[config.mk]
export PLATFORM = sky130hd
export DESIGN_NAME = pfs_top
export DESIGN_NICKNAME = d
export VERILOG_FILES = /design/src/pfs_pkg.sv /design/src/pfs_fifo_if.sv /design/src/pfs_fifo.sv /design/src/pfs_top.sv
export SDC_FILE = /design/constraint.sdc
export NUM_CORES = 1
export LEC_CHECK = 0
export BUFFER_PORTS_ARGS = -buffer_cell sky130_fd_sc_hd__buf_2
export CAP_MARGIN = 0
export CELL_PAD_IN_SITES_DETAIL_PLACEMENT = 1
export CELL_PAD_IN_SITES_GLOBAL_PLACEMENT = 1
export CORE_MARGIN = 8
export CORE_UTILIZATION = 55
export CTS_BUF_LIST = sky130_fd_sc_hd__clkbuf_4 sky130_fd_sc_hd__clkbuf_8
export DETAILED_ROUTE_END_ITERATION = 10
export PLACE_DENSITY_LB_ADDON = 0.1
export SLEW_MARGIN = 10
export SYNTH_ARGS = -nofsm -noshare
export SYNTH_HDL_FRONTEND = slang
export SYNTH_SLANG_ARGS = --single-unit
[constraint.sdc]
create_clock -name clock_in -period 4.4 [get_ports clock_in]
set_clock_uncertainty 0.2 [all_clocks]
set_input_delay 0.66 -clock clock_in [delete_from_list [all_inputs] [get_ports clock_in]]
set_output_delay 0.66 -clock clock_in [all_outputs]
set_load 0.01 [all_outputs]
[src/pfs_pkg.sv]
// package for the pcm fifo status and data-port block
// assumes a single bus clock and the plain register port of the top module
package pfs_pkg;
  localparam int unsigned PFS_AW = 16;
  localparam int unsigned PFS_DW = 16;
  localparam int unsigned PFS_DEPTH = 16;
  localparam int unsigned PFS_PW = 4;
  localparam logic [PFS_AW-1:0] PFS_OFF_STATUS = 16'h0004;
  localparam logic [PFS_AW-1:0] PFS_OFF_RX = 16'h0008;
  localparam logic [PFS_AW-1:0] PFS_OFF_TX = 16'h000c;
  localparam logic [PFS_AW-1:0] PFS_OFF_IRQ_EN = 16'h0010;
  localparam logic [PFS_AW-1:0] PFS_OFF_IRQ_CLR = 16'h0014;
  localparam logic [PFS_AW-1:0] PFS_OFF_FIFO_RST = 16'h0018;
  localparam logic [PFS_AW-1:0] PFS_INST_STRIDE = 16'h8000;
  localparam int unsigned PFS_B_TX_EMPTY = 7;
  localparam int unsigned PFS_B_RX_FULL = 6;
  localparam int unsigned PFS_B_TX_FULL = 5;
  localparam int unsigned PFS_B_RX_EMPTY = 4;
  localparam int unsigned PFS_B_TX_ERR = 3;
  localparam int unsigned PFS_B_RX_ERR = 2;
  localparam int unsigned PFS_B_TX_IRQ = 1;
  localparam int unsigned PFS_B_RX_IRQ = 0;
  localparam int unsigned PFS_NEV = 4;
  localparam logic [PFS_NEV-1:0] PFS_PEND_RST = 4'h2;
  localparam logic [PFS_NEV-1:0] PFS_EN_RST = 4'h0;
endpackage

[src/pfs_fifo_if.sv]
// push/pop carrier between the top and one fifo
// assumes a single clock domain
`timescale 1ns/10ps
interface pfs_fifo_if;
  import pfs_pkg::*;
  logic push;
  logic pop;
  logic clr;
  logic [PFS_DW-1:0] wdata;
  logic [PFS_DW-1:0] rdata;
  logic full;
  logic empty;
  modport ctl (output push, pop, clr, wdata, input rdata, full, empty);
  modport mem (input push, pop, clr, wdata, output rdata, full, empty);
endinterface

[src/pfs_fifo.sv]
// 16 x 16 flip-flop fifo with synchronous clear
// assumes push on full and pop on empty are filtered here; the caller flags all of them except a pop on the empty rx fifo
`timescale 1ns/10ps
module pfs_fifo
  import pfs_pkg::*;
(
  input wire logic clock_in, // bus clock
  input wire logic arst_n_in, // async reset, low
  pfs_fifo_if.mem f // push/pop side
);
  typedef struct packed {
    logic [PFS_DEPTH-1:0][PFS_DW-1:0] mem;
    logic [PFS_PW-1:0] wp;
    logic [PFS_PW-1:0] rp;
    logic [PFS_PW:0] cnt;
  } pfs_fifo_st_t;
  pfs_fifo_st_t st, next_st;
  logic do_push, do_pop;

  // guarded strobes keep pointers sane under misuse
  always_comb begin
    do_push = f.push && (st.cnt != PFS_PW'(0) + (PFS_PW+1)'(PFS_DEPTH));
    do_pop = f.pop && (st.cnt != '0);
    next_st = st;
    if (f.clr) begin
      next_st.wp = '0;
      next_st.rp = '0;
      next_st.cnt = '0;
    end else begin
      if (do_push) begin
        next_st.mem[st.wp] = f.wdata;
        next_st.wp = st.wp + 1'b1;
      end
      if (do_pop) next_st.rp = st.rp + 1'b1;
      if (do_push && !do_pop) next_st.cnt = st.cnt + 1'b1;
      if (do_pop && !do_push) next_st.cnt = st.cnt - 1'b1;
    end
  end

  always_ff @(posedge clock_in or negedge arst_n_in) begin
    if (!arst_n_in) st <= '0;
    else st <= next_st;
  end

  assign f.rdata = st.mem[st.rp];
  assign f.full = st.cnt[PFS_PW];
  assign f.empty = (st.cnt == '0);
endmodule // pfs_fifo

[src/pfs_top.sv]
// status register, data ports and two sample fifos of one pcm instance
// assumes the codec side supplies rx push and tx pop strobes in the bus clock
//
// Added by the designer: the address-and-strobe port.
`timescale 1ns/10ps
module pfs_top
  import pfs_pkg::*;
#(
  parameter logic INSTANCE = 1'b0 // instance number, 0 or 1
) (
  input wire logic clock_in, // bus clock, 25 MHz
  input wire logic arst_n_in, // async reset, low
  input wire logic [PFS_AW-1:0] addr_in, // byte address
  input wire logic [31:0] wdata_in, // write data
  input wire logic wr_in, // write strobe
  input wire logic rd_in, // read strobe
  input wire logic link_rx_push_in, // codec sample arrives
  input wire logic [PFS_DW-1:0] link_rx_data_in, // codec sample
  input wire logic link_tx_pop_in, // codec takes a sample
  output logic [31:0] rdata_out, // read data, cycle after rd
  output logic [PFS_DW-1:0] link_tx_data_out, // sample to codec
  output logic link_tx_valid_out, // tx sample valid
  output logic irq_out // level interrupt
);
  typedef struct packed {
    logic [31:0] rdata;
    logic [PFS_NEV-1:0] pend;
    logic [PFS_NEV-1:0] en;
    logic [PFS_DW-1:0] txd;
    logic txv;
    logic irq;
  } pfs_st_t;
  pfs_st_t st, next_st;

  pfs_fifo_if rxf ();
  pfs_fifo_if txf ();
  pfs_fifo u_rx (.clock_in(clock_in), .arst_n_in(arst_n_in), .f(rxf.mem));
  pfs_fifo u_tx (.clock_in(clock_in), .arst_n_in(arst_n_in), .f(txf.mem));

  // instance base folded in so both instances share one decoder
  function automatic logic hit(input logic [PFS_AW-1:0] a, input logic [PFS_AW-1:0] off);
    hit = (a == (off | (INSTANCE ? PFS_INST_STRIDE : '0)));
  endfunction

  logic wr_stat, wr_tx, rd_rx, wr_en, wr_clr, wr_frst;
  logic tx_err_ev, rx_err_ev, tx_irq_ev, rx_irq_ev;
  logic [7:0] status;
  logic [PFS_NEV-1:0] set_v, clr_v;

  // decode
  always_comb begin
    wr_stat = wr_in && hit(addr_in, PFS_OFF_STATUS);
    wr_tx = wr_in && hit(addr_in, PFS_OFF_TX);
    rd_rx = rd_in && hit(addr_in, PFS_OFF_RX);
    wr_en = wr_in && hit(addr_in, PFS_OFF_IRQ_EN);
    wr_clr = wr_in && hit(addr_in, PFS_OFF_IRQ_CLR);
    wr_frst = wr_in && hit(addr_in, PFS_OFF_FIFO_RST);
  end

  // fifo strobes; clears come from the reset register
  assign rxf.push = link_rx_push_in;
  assign rxf.wdata = link_rx_data_in;
  assign rxf.pop = rd_rx;
  assign rxf.clr = wr_frst && wdata_in[PFS_B_RX_ERR];
  assign txf.push = wr_tx;
  assign txf.wdata = wdata_in[PFS_DW-1:0];
  assign txf.pop = link_tx_pop_in;
  assign txf.clr = wr_frst && wdata_in[PFS_B_TX_ERR];

  // error and interrupt events
  assign tx_err_ev = (wr_tx && txf.full) || (link_tx_pop_in && txf.empty);
  assign rx_err_ev = link_rx_push_in && rxf.full;
  assign tx_irq_ev = link_tx_pop_in && !txf.empty;
  assign rx_irq_ev = link_rx_push_in && !rxf.full;

  assign status = {txf.empty, rxf.full, txf.full, rxf.empty, st.pend};

  // pending bits: set wins over any clear in the same cycle
  always_comb begin
    set_v = {tx_err_ev, rx_err_ev, tx_irq_ev, rx_irq_ev};
    clr_v = '0;
    if (wr_stat) clr_v = clr_v | wdata_in[PFS_NEV-1:0];
    if (wr_clr) clr_v = clr_v | wdata_in[PFS_NEV-1:0];
    if (txf.clr) clr_v[PFS_B_TX_ERR] = 1'b1;
    if (rxf.clr) clr_v[PFS_B_RX_ERR] = 1'b1;
    next_st = st;
    next_st.pend = (st.pend & ~clr_v) | set_v;
    if (wr_en) next_st.en = wdata_in[PFS_NEV-1:0];
    next_st.rdata = '0;
    if (rd_in && hit(addr_in, PFS_OFF_STATUS)) next_st.rdata = {24'h0, status};
    else if (rd_rx) next_st.rdata = {16'h0, rxf.rdata};
    else if (rd_in && hit(addr_in, PFS_OFF_IRQ_EN)) next_st.rdata = {28'h0, st.en};
    next_st.irq = |(next_st.pend & next_st.en);
    next_st.txd = txf.rdata;
    next_st.txv = !txf.empty;
  end

  always_ff @(posedge clock_in or negedge arst_n_in) begin
    if (!arst_n_in) begin
      st <= '0;
      st.pend <= PFS_PEND_RST;
      st.en <= PFS_EN_RST;
    end else st <= next_st;
  end

  assign rdata_out = st.rdata;
  assign link_tx_data_out = st.txd;
  assign link_tx_valid_out = st.txv;
  assign irq_out = st.irq;

  // checks
  property p_tx_err;
    @(posedge clock_in) disable iff (!arst_n_in)
      (wr_tx && txf.full) |=> st.pend[PFS_B_TX_ERR];
  endproperty
  a_tx_err: assert property (p_tx_err) else $error("tx error not set");
  property p_rx_err;
    @(posedge clock_in) disable iff (!arst_n_in)
      (link_rx_push_in && rxf.full) |=> st.pend[PFS_B_RX_ERR];
  endproperty
  a_rx_err: assert property (p_rx_err) else $error("rx error not set");
  property p_w1c_tx;
    @(posedge clock_in) disable iff (!arst_n_in)
      (wr_stat && wdata_in[PFS_B_TX_ERR] && !tx_err_ev) |=> !st.pend[PFS_B_TX_ERR];
  endproperty
  a_w1c_tx: assert property (p_w1c_tx) else $error("tx error not cleared");
  property p_frst;
    @(posedge clock_in) disable iff (!arst_n_in)
      (rxf.clr && !rx_err_ev) |=> !st.pend[PFS_B_RX_ERR] && rxf.empty;
  endproperty
  a_frst: assert property (p_frst) else $error("fifo reset left error");
  property p_w1c_irq;
    @(posedge clock_in) disable iff (!arst_n_in)
      (wr_stat && wdata_in[PFS_B_TX_IRQ] && !tx_irq_ev) |=> !st.pend[PFS_B_TX_IRQ];
  endproperty
  a_w1c_irq: assert property (p_w1c_irq) else $error("tx irq not cleared");
  property p_rx_irq;
    @(posedge clock_in) disable iff (!arst_n_in)
      rx_irq_ev |=> st.pend[PFS_B_RX_IRQ];
  endproperty
  a_rx_irq: assert property (p_rx_irq) else $error("rx irq not set");
  property p_rx_read;
    @(posedge clock_in) disable iff (!arst_n_in)
      rd_rx |=> rdata_out == {16'h0, $past(rxf.rdata)};
  endproperty
  a_rx_read: assert property (p_rx_read) else $error("rx port data wrong");
  property p_stat_read;
    @(posedge clock_in) disable iff (!arst_n_in)
      (rd_in && hit(addr_in, PFS_OFF_STATUS)) |=> rdata_out[31:8] == 24'h0
        && rdata_out[PFS_B_TX_EMPTY] == $past(txf.empty);
  endproperty
  a_stat_read: assert property (p_stat_read) else $error("status read wrong");
  property p_tx_push;
    @(posedge clock_in) disable iff (!arst_n_in)
      (wr_tx && !txf.full && !txf.pop && !txf.clr) |=> !txf.empty;
  endproperty
  a_tx_push: assert property (p_tx_push) else $error("tx push lost");
  c_rx_full: cover property (@(posedge clock_in) rxf.full);
  c_tx_err: cover property (@(posedge clock_in) tx_err_ev);

  // flag nibble of a status read must match the fifo state at the read edge
  property p_stat_flags;
    @(posedge clock_in) disable iff (!arst_n_in)
      (rd_in && hit(addr_in, PFS_OFF_STATUS)) |=> rdata_out[7:4] == $past(status[7:4]);
  endproperty
  a_stat_flags: assert property (p_stat_flags) else $error("status flags wrong");

  // pending nibble read back as it stood at the read edge
  property p_stat_pend;
    @(posedge clock_in) disable iff (!arst_n_in)
      (rd_in && hit(addr_in, PFS_OFF_STATUS)) |=> rdata_out[3:0] == $past(st.pend);
  endproperty
  a_stat_pend: assert property (p_stat_pend) else $error("pending bits read wrong");

  // write 1 clears the rx error unless a new overflow lands in the same cycle
  property p_w1c_rx;
    @(posedge clock_in) disable iff (!arst_n_in)
      (wr_stat && wdata_in[PFS_B_RX_ERR] && !rx_err_ev) |=> !st.pend[PFS_B_RX_ERR];
  endproperty
  a_w1c_rx: assert property (p_w1c_rx) else $error("rx error not cleared");

  // write 1 clears the rx interrupt unless a new sample lands with it
  property p_w1c_rxirq;
    @(posedge clock_in) disable iff (!arst_n_in)
      (wr_stat && wdata_in[PFS_B_RX_IRQ] && !rx_irq_ev) |=> !st.pend[PFS_B_RX_IRQ];
  endproperty
  a_w1c_rxirq: assert property (p_w1c_rxirq) else $error("rx irq not cleared");

  // the separate clear register acts like a status write
  property p_clr_reg;
    @(posedge clock_in) disable iff (!arst_n_in)
      (wr_clr && wdata_in[PFS_B_RX_IRQ] && !rx_irq_ev) |=> !st.pend[PFS_B_RX_IRQ];
  endproperty
  a_clr_reg: assert property (p_clr_reg) else $error("clear register ignored");

  // a sample taken by the codec raises the tx interrupt
  property p_tx_irq_set;
    @(posedge clock_in) disable iff (!arst_n_in)
      tx_irq_ev |=> st.pend[PFS_B_TX_IRQ];
  endproperty
  a_tx_irq_set: assert property (p_tx_irq_set) else $error("tx irq not set");

  // tx fifo reset empties it and drops its error flag
  property p_tx_frst;
    @(posedge clock_in) disable iff (!arst_n_in)
      (txf.clr && !tx_err_ev) |=> !st.pend[PFS_B_TX_ERR] && txf.empty;
  endproperty
  a_tx_frst: assert property (p_tx_frst) else $error("tx fifo reset left error");

  // codec pulling from an empty tx fifo is an underrun
  property p_underrun;
    @(posedge clock_in) disable iff (!arst_n_in)
      (link_tx_pop_in && txf.empty) |=> st.pend[PFS_B_TX_ERR];
  endproperty
  a_underrun: assert property (p_underrun) else $error("underrun not flagged");

  // no error flag appears without its event
  property p_no_tx_err;
    @(posedge clock_in) disable iff (!arst_n_in)
      (!st.pend[PFS_B_TX_ERR] && !tx_err_ev) |=> !st.pend[PFS_B_TX_ERR];
  endproperty
  a_no_tx_err: assert property (p_no_tx_err) else $error("spurious tx error");

  property p_no_rx_err;
    @(posedge clock_in) disable iff (!arst_n_in)
      (!st.pend[PFS_B_RX_ERR] && !rx_err_ev) |=> !st.pend[PFS_B_RX_ERR];
  endproperty
  a_no_rx_err: assert property (p_no_rx_err) else $error("spurious rx error");

  // an overflowing push is dropped, so the fifo stays full
  property p_rx_full_hold;
    @(posedge clock_in) disable iff (!arst_n_in)
      (rx_err_ev && !rd_rx && !rxf.clr) |=> rxf.full;
  endproperty
  a_rx_full_hold: assert property (p_rx_full_hold) else $error("rx full lost");

  // reading a full rx fifo frees one entry
  property p_rx_pop;
    @(posedge clock_in) disable iff (!arst_n_in)
      (rd_rx && rxf.full && !rxf.push && !rxf.clr) |=> !rxf.full;
  endproperty
  a_rx_pop: assert property (p_rx_pop) else $error("rx read did not pop");

  // upper half of the rx port always reads zero
  property p_rx_upper;
    @(posedge clock_in) disable iff (!arst_n_in)
      rd_rx |=> rdata_out[31:16] == 16'h0;
  endproperty
  a_rx_upper: assert property (p_rx_upper) else $error("rx upper bits set");

  // read data stand one cycle only, zero otherwise
  property p_rdata_idle;
    @(posedge clock_in) disable iff (!arst_n_in)
      !rd_in |=> rdata_out == 32'h0;
  endproperty
  a_rdata_idle: assert property (p_rdata_idle) else $error("read data not idle");

  // a dropped write to a full tx fifo leaves it full
  property p_tx_full_hold;
    @(posedge clock_in) disable iff (!arst_n_in)
      (wr_tx && txf.full && !txf.pop && !txf.clr) |=> txf.full;
  endproperty
  a_tx_full_hold: assert property (p_tx_full_hold) else $error("tx full lost");

  // the other instance's window must never answer a read here
  property p_other_rd;
    @(posedge clock_in) disable iff (!arst_n_in)
      (rd_in && addr_in[PFS_AW-1] != INSTANCE) |=> rdata_out == 32'h0;
  endproperty
  a_other_rd: assert property (p_other_rd) else $error("foreign read answered");

  // nor may its tx writes fill this fifo
  property p_other_wr;
    @(posedge clock_in) disable iff (!arst_n_in)
      (wr_in && addr_in[PFS_AW-1] != INSTANCE && txf.empty) |=> txf.empty;
  endproperty
  a_other_wr: assert property (p_other_wr) else $error("foreign write taken");

  // link side shows the head one cycle late, valid while not empty
  property p_txv;
    @(posedge clock_in) disable iff (!arst_n_in)
      1'b1 |=> link_tx_valid_out == !$past(txf.empty);
  endproperty
  a_txv: assert property (p_txv) else $error("tx valid wrong");

  property p_txd;
    @(posedge clock_in) disable iff (!arst_n_in)
      !txf.empty |=> link_tx_data_out == $past(txf.rdata);
  endproperty
  a_txd: assert property (p_txd) else $error("tx head wrong");

  // interrupt is a plain level of enabled pending bits
  property p_irq_level;
    @(posedge clock_in) disable iff (!arst_n_in)
      1'b1 |-> irq_out == |(st.pend & st.en);
  endproperty
  a_irq_level: assert property (p_irq_level) else $error("irq level wrong");

  c_irq: cover property (@(posedge clock_in) irq_out);
  c_frst: cover property (@(posedge clock_in) rxf.clr);
  c_clr_reg: cover property (@(posedge clock_in) wr_clr);
endmodule // pfs_top

Word-level counts from Yosys, hierarchy flattened
Cells that the tools add are included.

storage, ports and cells
  flip-flop bits (word level) = 596
  output and inout port bits = 50
  word-level logic and storage cells = 146
  input port bits = 70

operators by class
  reductions and logical operators = 45
  bitwise logic cells = 7
  equal/unequal tests = 8
  $lt $le $gt $ge = 6
  multiplexer cells = 28
  add/subtract/negate cells = 8

operators with widths
  operator                                                                 number
  256-bit bitwise mux                                                      2
  16-bit binary-select mux with 4-bit select                               2
  16-bit demux with 4-bit select                                           2
  16-bit 2-to-1 mux                                                        6
  16-bit by 5-bit equality test with 1-bit output (second input constant)  3
  16-bit by 4-bit equality test with 1-bit output (second input constant)  2
  4-bit 2-to-1 mux                                                         8
  13-bit 2-to-1 mux                                                        2
  1-bit logical AND                                                        25
  4-bit by 5-bit < comparator with 1-bit output (second input constant)    4
  5-bit 2-to-1 mux                                                         4
  4-bit by 1-bit adder with 4-bit output (second input constant)           4
  16-bit by 3-bit equality test with 1-bit output (second input constant)  1
  5-bit by 1-bit adder with 5-bit output (second input constant)           2
  5-bit logical NOT                                                        2
  5-bit inequality test (second input constant)                            2
  5-bit nonzero test                                                       2
  5-bit by 1-bit subtractor with 5-bit output (second input constant)      2
  4-bit AND                                                                2
  4-bit by 1-bit >= comparator with 1-bit output (second input constant)   2
  4-bit OR                                                                 2
  2-bit nonzero test                                                       4
  1-bit logical NOT                                                        6
  3-bit nonzero test                                                       2
  other kinds (6)                                                          9

Depth between registers and ports, before layout
Gate-level depths: netlist (run 1).

  depth after elaboration = 11
  mapped depth = 14
  gate-level depth less buffers = 13

Modules after synthesis
Synthesis (run 1) repeated with hierarchy kept, for this count alone.

unflattened totals
  cell total of the unflattened synthesis = 1,694
  area, all modules = 27,503.9 sq um

modules (own cells, without submodules)
  module            area an instance (sq um)  times used  cells each
  pfs_fifo at u_rx  12,806.0                  1           764
  pfs_fifo at u_tx  12,739.7                  1           763
  pfs_top           1,958.1                   1           167

Worst setup path before layout (run 1)
Ideal clock, no wire load.

  path type = in2reg
  start = input addr_in[9]
  end = register u_rx.st (netlist bit u_rx.f.full)
  required time = 4,118 ps
  stages on the path = 12
  arrival = 3,340 ps
  library setup time = 82 ps
  slack = 778 ps
  buffers on the path = 1
  cell sequence = nor4_4 -> nand4_1 -> clkbuf_1 -> nor3_1 -> xor2_1 -> ha_1 -> nor2_1 -> o41ai_1 -> a31oi_1 -> mux4_2 -> a21boi_1 -> a31oi_1

on the way
  longest elaborated chain between the ends = 6
  elaborated cells between the ends (all ways) = 12
  classes of those cells = 2 x eq/ne; 2 x mux; 8 x reduce/logical

ends and longest elaborated chain
  item                                                            line                            RTL
  start, declared                                                 pfs_top.sv:13                   input wire logic [PFS_AW-1:0] addr_in,
  16-bit by 4-bit equality test with 1-bit output                 pfs_top.sv:42                   hit = (a == (off | (INSTANCE ? PFS_INST_STRIDE : '0)));
  1-bit logical AND                                               pfs_top.sv:54                   rd_rx = rd_in && hit(addr_in, PFS_OFF_RX);
  1-bit logical AND                                               pfs_fifo.sv:23                  do_pop = f.pop && (st.cnt != '0);
  1-bit logical AND / 1-bit logical NOT (equally long branches)   pfs_fifo.sv:36, pfs_fifo.sv:35
  5-bit 2-to-1 mux / 1-bit logical AND (equally long branches)    pfs_fifo.sv:36, pfs_fifo.sv:35
  13-bit 2-to-1 mux / 3-bit nonzero test (equally long branches)  --
  end signal, assigned                                            pfs_fifo.sv:42                  else st <= next_st;
  end, declared                                                   pfs_fifo.sv:17                  pfs_fifo_st_t st, next_st;

Parallel ways exist; a longest one is shown, timed or not.
A chain may end at the register's enable or synchronous reset.

Worst setup path in the final report (run 1)
  start = register u_rx.st[0] in the netlist's numbering
  end = register u_rx.st (netlist bit u_rx.f.full)

on the way
  longest elaborated chain between the ends = 6
  elaborated cells between the ends (all ways) = 14
  classes of those cells = 2 x add/sub; 1 x eq/ne; 3 x mux; 8 x reduce/logical

ends and longest elaborated chain
  item
  parallel branches: the longest is 6 deep, another holds 5-bit by 1-bit adder with 5-bit output

Several ways; the timed one is not identified. The select of a mux whose other input is x is not followed.

==> impl_metrics.toml, run 1 <==
[power]
p_int_uw = 11400
clock_power_share_pct = 31.6
p_comb_share_pct = 21.5
pwr-share-seq_pct = 46.9
leakage_uw = 0.0137
p_per_area_nw_per_um2 = 533
ir_drop_mv = 0.408
p_sw_share_pct = 28.0
netSwitchingPower_uw = 4440

[floorplan]
ios = 120
start_util_pct = 55.8
coreArea_um2 = 47800
row_count = 80
die_y_um = 236
die_x_um = 236
dieArea_um2 = 55900

[sta]
rsz0062_at_grt = "no"
worstMarginPinSlew_ps = 1250
hold_viol = 0
maxSlewHeadroom_pct = 16.9
drv_slew = 0
finalSetupTns_ps = 0
holdWs_ps = 138
setup_viol = 0
fin_crit_sh_pct = 82.5
clock.fmax_ghz = 0.275
fin_crit_ps = 3630

[logic_synthesis]
synth_cell_types = 64
synth_ff_type = "dfrtp_1"
synth_edf_count = 0
ys_warn_count = 0
netlist_instances = 1688
syn_area_um2 = 26700
synth-seq-cells = 580
synth_area_per_cell_um2 = 15.8
ys_async_sr_fraction_pct = 100
yosysSeqAreaShare_pct = 54.3

[hold_path]
hp-class = "primary input to flip-flop"

[grt]
overflow = 0
grt_pass1_vias = 17076
grt_max_degree = 106
track_usage_pct = 23.4
grt_pass1_wl_um = 102000
antenna_found_initial = 4

[detailed_routing]
finalWirelength_um = 63500
drc = 0
drtAntennaViolNets = 0
drt_pass1_iterations = 4
routedWlPerCell_um = 25.7
vias = 14871
drt-initial-drc-count = 687
viasPerCell = 6.02

[cts]
clock_sinks = 580
clk_path_buf_depth = 3
cts_tree = "built"
htree_levels = 3
clk_pin_slew_ps = 60
numCtsBuffers = 96
clk_latency_ps = 700
clockRootBuffer = "clkbuf_8"

[final_layout]
drive_above_1_share_pct = 53.5
final_common_cell = "dfrtp_1"
seq_area_um2 = 14500
fill_cells = 4263
utilization_pct = 62.0
multiInputGateArea_um2 = 11300
syn_to_final_growth_pct = 11.0
mostFrequentLayoutCells = "dfrtp_1 (575), mux2_2 (472), mux4_2 (161), clkbuf_8 (122), buf_2 (86)"
num-nets-final = 1859

[worst_setup_path]
cp.arrival_ps = 4040
crit_chain = "nor4_2, nor2_1, nor3_1, xor2_1, ha_1, nor2_1, o41ai_1, a31oi_1, mux4_2, a21boi_1, a31oi_1"
start_kind = "flip-flop"
critPathMaxStageDelay_ps = 530
crit_slowest_cell = "nor3_1"
crit_path_end_kind = "flip-flop"
worstSetupPathType = "flip-flop to flip-flop"
cp.required_ps = 4810
worstPathMaxFanout = 5

[flow_run]
maxCapViolCount = 0

[placement]
place.gp.congestion = 0.762
numPortBuffers = 87
hpwl_um = 39000

[run_status]
status = "completed"
==> layer usage <==
layer	vias up	GRT usage [%]	wire length, µm
met5	-	0	41
met4	6	8.56	2220
met3	151	4.78	2390
met2	304	40.4	32700
met1	8015	28.9	26100
li1	6395	-	-
==> critical path, delay by kind of cell, from the launching register on <==
| kind | cells | cell delay [ps] |
|---|---|---|
| multiplexers | 1 | 530 |
| AND/OR/NAND/NOR | 4 | 1330 |
| AO/OA/AOI/OAI | 4 | 660 |
| XOR/XNOR | 1 | 130 |
| flip-flops | 1 | 450 |
| adder cells (fa/ha/maj) | 1 | 240 |
==> power groups by stage <==
| stage | logic [µW] | clock network (µW) | registers, µW |
|---|---|---|---|
| 2_1_floorplan | 2770 | 0 | 7060 |
| 3_3_place_gp | 3290 | 0 | 7360 |
| 3_5_place_dp | 3440 | 0 | 7490 |
| 4_1_cts | 3470 | 5140 | 7410 |
| 5_1_grt | 3690 | 5350 | 7580 |
| 6_report | 3400 | 5000 | 7410 |
==> state kept, by name (all words and copies together) (netlist names) <==
| register | count |
|---|---|
| rdata_out | 16 |
| link_tx_data_out | 16 |
| u_tx.st | 268 |
| u_rx.f.full | 1 |
| irq_out | 1 |
| st | 8 |
| u_tx.f.full | 1 |
| u_rx.st | 268 |
| link_tx_valid_out | 1 |
==> kinds of logic (layout without fill, tap and decap cells) <==
group | count (synthesis) | after routing | share of synthesized area (%)
flops | 580 | 580 | 54.3
simple gates | 160 | 160 | 3.94
compound gates | 53 | 53 | 1.37
xor+xnor | 20 | 20 | 0.656
other cells | 1 | 17 | 0.0140
buf+inv | 180 | 330 | 3.59
fa+ha+maj | 14 | 14 | 0.656
mux | 680 | 680 | 35.4
==> synth_stat cells, drive strengths merged, types with 2 or more instances <==
cell type  count  share of area, %
dfrtp        579                54
mux2         516                22
mux4         161                14
buf           97               2.4
clkbuf        69              0.97
nor2          46              0.98
nand2         41              0.73
ha            14              0.66
inv           14              0.20
nor3          13              0.41
o21ai         13              0.24
xor2          12              0.39
and2          10              0.23
nor4           9              0.40
a21oi          8              0.15
nand4          8              0.21
xnor2          8              0.26
nand3          7              0.13
a22o           5              0.16
a22oi          5              0.14
a21boi         4              0.11
nor4b          4              0.23
o21bai         4              0.15
a31oi          3             0.070
and3           3             0.070
mux2i          3              0.11
nand2b         3             0.070
nor2b          3             0.070
nor3b          3              0.13
or2            3             0.070
and4           2             0.066
o21a           2             0.056
or3            2             0.047
==> final timing paths <==
path                             startpoint                  end  slack, ps  cells after the start
worst max-delay path             u_rx.st[0]          u_rx.f.full        770                     11
worst min-delay path             addr_in[3]          u_rx.f.full        140                      2
worst max register to register   u_rx.st[0]          u_rx.f.full        770                     11
worst min register to register  u_tx.st[38]          u_tx.st[38]        280                      1
max in group asynchronous         arst_n_in         u_tx.st[198]       2480                      3
min in group asynchronous         arst_n_in  link_tx_data_out[1]        340                      2
==> through the flow <==
stage	cells	area, µm²	setup slack [ps]	total power, µW
6_report	2469	29700	770	15800
4_1_cts	2468	29700	784	16000
3_5_place_dp	2291	27600	367	10900
5_1_grt	2469	29700	504	16600
3_3_place_gp	2291	27600	478	10600
2_1_floorplan	1703	26800	778	9830
==> layout make-up <==
type                            instances  area share, %
Sequential cell                       580           49.0
Tap cell                              615           2.59
Clock inverter                         15          0.321
Clock buffer                          161           6.65
Antenna cell                            1        0.00844
Timing Repair Buffer                  140           3.19
Inverter                               14          0.177
Multi-Input combinational cell        943           38.1
==> repair_timing <==
item / 4_1_cts / 5_1_grt
setup buffers: 0 / 0
hold buffers: 1 / 0
resized for setup: 0 / 0
hold endpoints to repair: 78 / 0
(Power assumes the default switching activity.)
==> run 2, diff against run 1 <==
- CORE_UTILIZATION: 55 -> 49
- clock period: 4.4 -> 3.2 ns (I/O delays scaled with it)
==> impl_metrics.toml, run 2 (synthesis gave the netlist of run 1 again) <==
[sta]
fin_crit_sh_pct = 96.2
fin_crit_ps = 3080
setup_viol = 0
clock.fmax_ghz = 0.325
fin_ws_ps = 123
drv_slew = 0
worstMarginPinSlew_ps = 1050
hold_viol = 0
maxSlewHeadroom_pct = 29.6

[grt]
grt_max_degree = 91
grt_pass1_vias = 17313
grt_pass1_wl_um = 105000
antenna_found_initial = 5
overflow = 0
track_usage_pct = 21.5

[detailed_routing]
finalWirelength_um = 65000
viasPerCell = 5.75
routedWlPerCell_um = 24.7
drt-initial-drc-count = 652
drc = 0
drt_pass1_iterations = 4
vias = 15118
drtAntennaViolNets = 0

[cts]
cts_tree = "built"
clockRootBuffer = "clkbuf_8"
clk_pin_slew_ps = 60
clock_sinks = 580
htree_levels = 3
clk_latency_ps = 680
numCtsBuffers = 98
clk_path_buf_depth = 3

[worst_setup_path]
start_kind = "primary input"
cp.arrival_ps = 3480
crit_start = "addr_in[3]"
worstPathMaxFanout = 3
cp.required_ps = 3600
worstSetupPathType = "primary input to flip-flop"
r2r-start = "u_rx.st[0]"
crit_path_end_kind = "flip-flop"

[final_layout]
top_regs = "u_rx.st (268), u_tx.st (268)"
final_common_cell = "dfrtp_1"
num-nets-final = 1942
mostFrequentLayoutCells = "dfrtp_1 (575), mux2_2 (472), mux4_2 (161), clkbuf_8 (125), buf_2 (86)"
drive_above_1_share_pct = 55.1
final_cells = 2629
syn_to_final_growth_pct = 15.7

[power]
ir_drop_mv = 0.575
p_per_area_nw_per_um2 = 716
power_uw = 22200
leakage_uw = 0.0143

[floorplan]
start_util_pct = 49.5
die_x_um = 250
row_count = 85
coreArea_um2 = 53900
die_y_um = 250
ios = 120
dieArea_um2 = 62300

[placement]
numPortBuffers = 87
place_ws_ps = -107
place.gp.congestion = 0.765
hpwl_um = 42000
dp.cells = 2438

[run_status]
status = "completed"

[hold_path]
hp-class = "primary input to flip-flop"
hold_start = "link_rx_data_in[9]"

[flow_run]
maxCapViolCount = 0
==> run 2: worst paths after layout <==
kind                                end  slack, ps  cells past startpoint
max                         u_rx.f.full        120                     13
min                        u_rx.st[150]         60                      2
max reg2reg                 u_rx.f.full        160                     11
min reg2reg                 u_tx.st[53]        280                      1
max in group asynchronous  u_rx.st[261]       1680                      4
min in group asynchronous  u_tx.st[127]        150                      2
==> run 2: repair_timing <==
action / in CTS / in global routing
setup buffers: 0 / 0
resized for setup: 0 / 8
hold buffers: 16 / 0
pin swaps: 1 / 1
endpoints found under the hold margin: 331 / 0
endpoints found under the setup margin: 1 / 2
==> run 2: through the flow <==
stage / hold slack, ps / setup TNS (ps) / instance area (µm²) / util, %
after floorplan: -15.6 / 0 / 26800 / -
after global placement: 258 / -83.0 / 28600 / 53.1
after detailed placement: 265 / -107 / 28600 / 53.1
after CTS: 0.155 / 0 / 30900 / 57.3
after global routing: 30.5 / -21.2 / 30900 / 57.3
final: 56.6 / 0 / 30900 / 57.3
==> run 2: power by group <==
part           internal (µW)  switching (µW)
combinational           2960            2140
sequential              9040            1050
clock                   3980            2980
==> run 2: layer usage <==
layer	global-route usage, %	vias to the layer above	share of wire [%]
met2	37.5	240	52
li1	-	6544	-
met3	3.62	128	2.9
met5	0	-	0.042
met1	27.0	8202	42
met4	7.38	4	3.1
==> run 2: worst max-delay path, cell delays in order <==
cell	delay (ps)
dlygate4sd3_1	540
buf_2	120
or3b_1	390
o21bai_4	210
nor3_4	190
xor2_1	170
ha_2	220
nor2_2	50
o41ai_2	260
a31oi_2	160
mux4_2	420
a21boi_1	140
a31oi_1	130
==> run 2: area by class of cell <==
cell class / instances / area, µm²
repair buffers: 221 / 2020
multi-input cells: 943 / 11400
flip-flops and latches: 580 / 14500
well taps: 696 / 871
fillers: 4979 / 23000
inverters: 14 / 52.6
diodes: 2 / 5.00
clock buffers: 153 / 1930
clock inverters: 20 / 159
==> run 3, diff against run 2 <==
- CORE_UTILIZATION: 49 -> 50
- SYNTH_HIERARCHICAL: not set -> 1
==> impl_metrics.toml, run 3 <==
[sta]
drv_slew = 0
clock.fmax_ghz = 0.324
maxSlewHeadroom_pct = 50.7
fin_crit_ps = 3080
holdWs_ps = 63.0
hold_viol = 0
setup_viol = 0
finalSetupTns_ps = 0
fin_crit_sh_pct = 96.4
worstMarginPinSlew_ps = 728
rsz0062_at_grt = "no"

[final_layout]
final_common_cell = "dfrtp_1"
top_regs = "u_rx/st (268), u_tx/st (268)"
multiInputGateArea_um2 = 11900
seq_area_um2 = 14500
final_cells = 2627
num-nets-final = 1943
syn_to_final_growth_pct = 14.3
drive_above_1_share_pct = 56.8
mostFrequentLayoutCells = "dfrtp_1 (575), mux2_2 (358), mux4_2 (160), mux2_4 (141), clkbuf_8 (118)"
fill_cells = 5026

[detailed_routing]
viasPerCell = 5.78
drt_pass1_iterations = 5
finalWirelength_um = 67800
drt-initial-drc-count = 779
routedWlPerCell_um = 25.8
drc = 0
drtAntennaViolNets = 0
vias = 15190

[power]
netSwitchingPower_uw = 6080
power_uw = 21800
pwr-share-seq_pct = 45.2
p_int_uw = 15700
clock_power_share_pct = 30.7
p_sw_share_pct = 27.8
p_per_area_nw_per_um2 = 694
p_comb_share_pct = 24.1
ir_drop_mv = 0.440
leakage_uw = 0.0150

[flow_run]
maxCapViolCount = 0

[worst_setup_path]
crit_chain = "dlygate4sd3_1, buf_2, nor2b_1, nor3b_4, buf_4, nand2_4, mux2i_4, xor2_1, ha_2, or3_4, a21oi_2, mux2i_1, or4_1, o21ai_1"
cp.arrival_ps = 3490
worstSetupPathType = "primary input to flip-flop"
crit_slowest_cell = "dlygate4sd3_1"
critPathMaxStageDelay_ps = 610
path_delay_family = "simple AND/OR/NAND/NOR gates"
ff2ff_path_depth = 10
start_kind = "primary input"
worstPathMaxFanout = 5
rrSetupSlack_ps = 150
crit_path_end_kind = "flip-flop"
critPathBufInv = 3
reg2reg_to = "u_tx/f.full"
cp.required_ps = 3610
r2r-start = "u_tx/st[3]"

[hold_path]
hold_start = "wdata_in[11]"
hp-class = "primary input to flip-flop"
whs_path_depth = 2
min_to = "u_tx/st[24]"

[logic_synthesis]
ys_top_cells_by_area = "dfrtp_1 (53%), mux2_2 (15%), mux4_2 (13%), mux2_4 (7.7%), buf_4 (1.6%)"
synthTopCellsByCount = "dfrtp_1 (579), mux2_2 (358), mux4_2 (160)"
synth_area_per_cell_um2 = 16.2
synth.largest_area_cell = "dfrtp_1"
synth-seq-cells = 580
syn_area_um2 = 27500
synth_top_area_share_pct = 52.7
synth_ff_type = "dfrtp_1"
synth_edf_count = 0
synth_cell_types = 68
ys_async_sr_fraction_pct = 100
ys_warn_count = 6
netlist_instances = 1694
yosysSeqAreaShare_pct = 52.8
synthMostInstantiatedCell = "dfrtp_1"

[grt]
grt_pass1_wl_um = 108000
track_usage_pct = 22.2
grt_pass1_vias = 17493
overflow = 0
grt_max_degree = 68
antenna_found_initial = 4

[floorplan]
die_y_um = 251
start_util_pct = 50.2
ios = 120
die_x_um = 251
dieArea_um2 = 62800
coreArea_um2 = 54800
row_count = 86

[cts]
clockRootBuffer = "clkbuf_8"
clock_sinks = 580
htree_levels = 3
cts_resized = 0
numCtsBuffers = 101
cts_setup_buffers = 0
clk_latency_ps = 680
clk_pin_slew_ps = 60
clk_path_buf_depth = 3
cts_tree = "built"
holdBufCountCts = 7

[run_status]
status = "completed"

[placement]
place.gp.congestion = 0.771
numPortBuffers = 87
dp.cells = 2453
hpwl_um = 43500
==> run 3: cells by family after synthesis <==
| family | after synthesis | share of synthesized area (%) |
|---|---|---|
| AND/OR/NAND/NOR | 153 | 3.76 |
| AO/OA/AOI/OAI | 54 | 1.48 |
| buffers and inverters | 194 | 4.47 |
| other | 1 | 0.0136 |
| multiplexers | 680 | 36.3 |
| adder cells (fa/ha/maj) | 14 | 0.637 |
| XOR/XNOR | 18 | 0.573 |
| flip-flops | 580 | 52.8 |
==> run 3: layout make-up <==
type                       instances  share of cell area, %
inverter                          14                  0.167
clock buffer                     160                   6.17
tap                              704                   2.80
antenna                            2                 0.0159
multi-input combinational        935                   37.8
timing repair buffer             227                   6.73
sequential                       580                   46.2
clock inverter                     5                  0.131
==> run 3: through the flow <==
stage	setup WS, ps	util, %	cell area, µm²
3_5_place_dp	-282	53.6	29400
3_3_place_gp	-200	53.6	29400
4_1_cts	152	57.4	31400
5_1_grt	44.2	57.4	31400
6_report	115	57.4	31400
2_1_floorplan	-95.0	-	27600
==> run 3: worst max path at each step <==
stage	startpoint	slack, ps	end	cells past startpoint
2_1_floorplan	addr_in[15]	-100	u_rx/f.full	13
3_3_place_gp	addr_in[14]	-200	u_tx/f.full	13
3_5_place_dp	addr_in[5]	-280	u_tx/f.full	13
4_1_cts	u_tx/st[3]	150	u_tx/f.full	10
5_1_grt	addr_in[3]	40	u_rx/f.full	14
6_report	addr_in[3]	120	u_rx/f.full	14
==> run 3: worst register-to-register path, cell delays in order (launching register included) <==
cell and delay [ps]:
dfrtp_1 440, or4_4 620, o21a_1 220, and2_1 170
xor2_1 150, ha_1 200, or3_1 330, a21oi_2 160
a31oi_1 90, or3_1 320, o31ai_1 70
==> run 3: metal layers <==
metal | up-vias | wire length (µm) | global-route usage, %
li1 | 6553 | - | -
met1 | 8234 | 29100 | 29.3
met2 | 266 | 34400 | 37.4
met3 | 133 | 2300 | 3.89
met4 | 4 | 1890 | 6.83
met5 | - | 27 | 0
==> run 3: power by group through the flow <==
stage | registers (µW) | clock network (µW) | logic (µW)
detailed placement | 9950 | 0 | 5300
global placement | 9850 | 0 | 5150
CTS | 9850 | 6950 | 5330
floorplan | 9510 | 0 | 4080
finish | 9860 | 6710 | 5260
global route | 10000 | 7210 | 5670
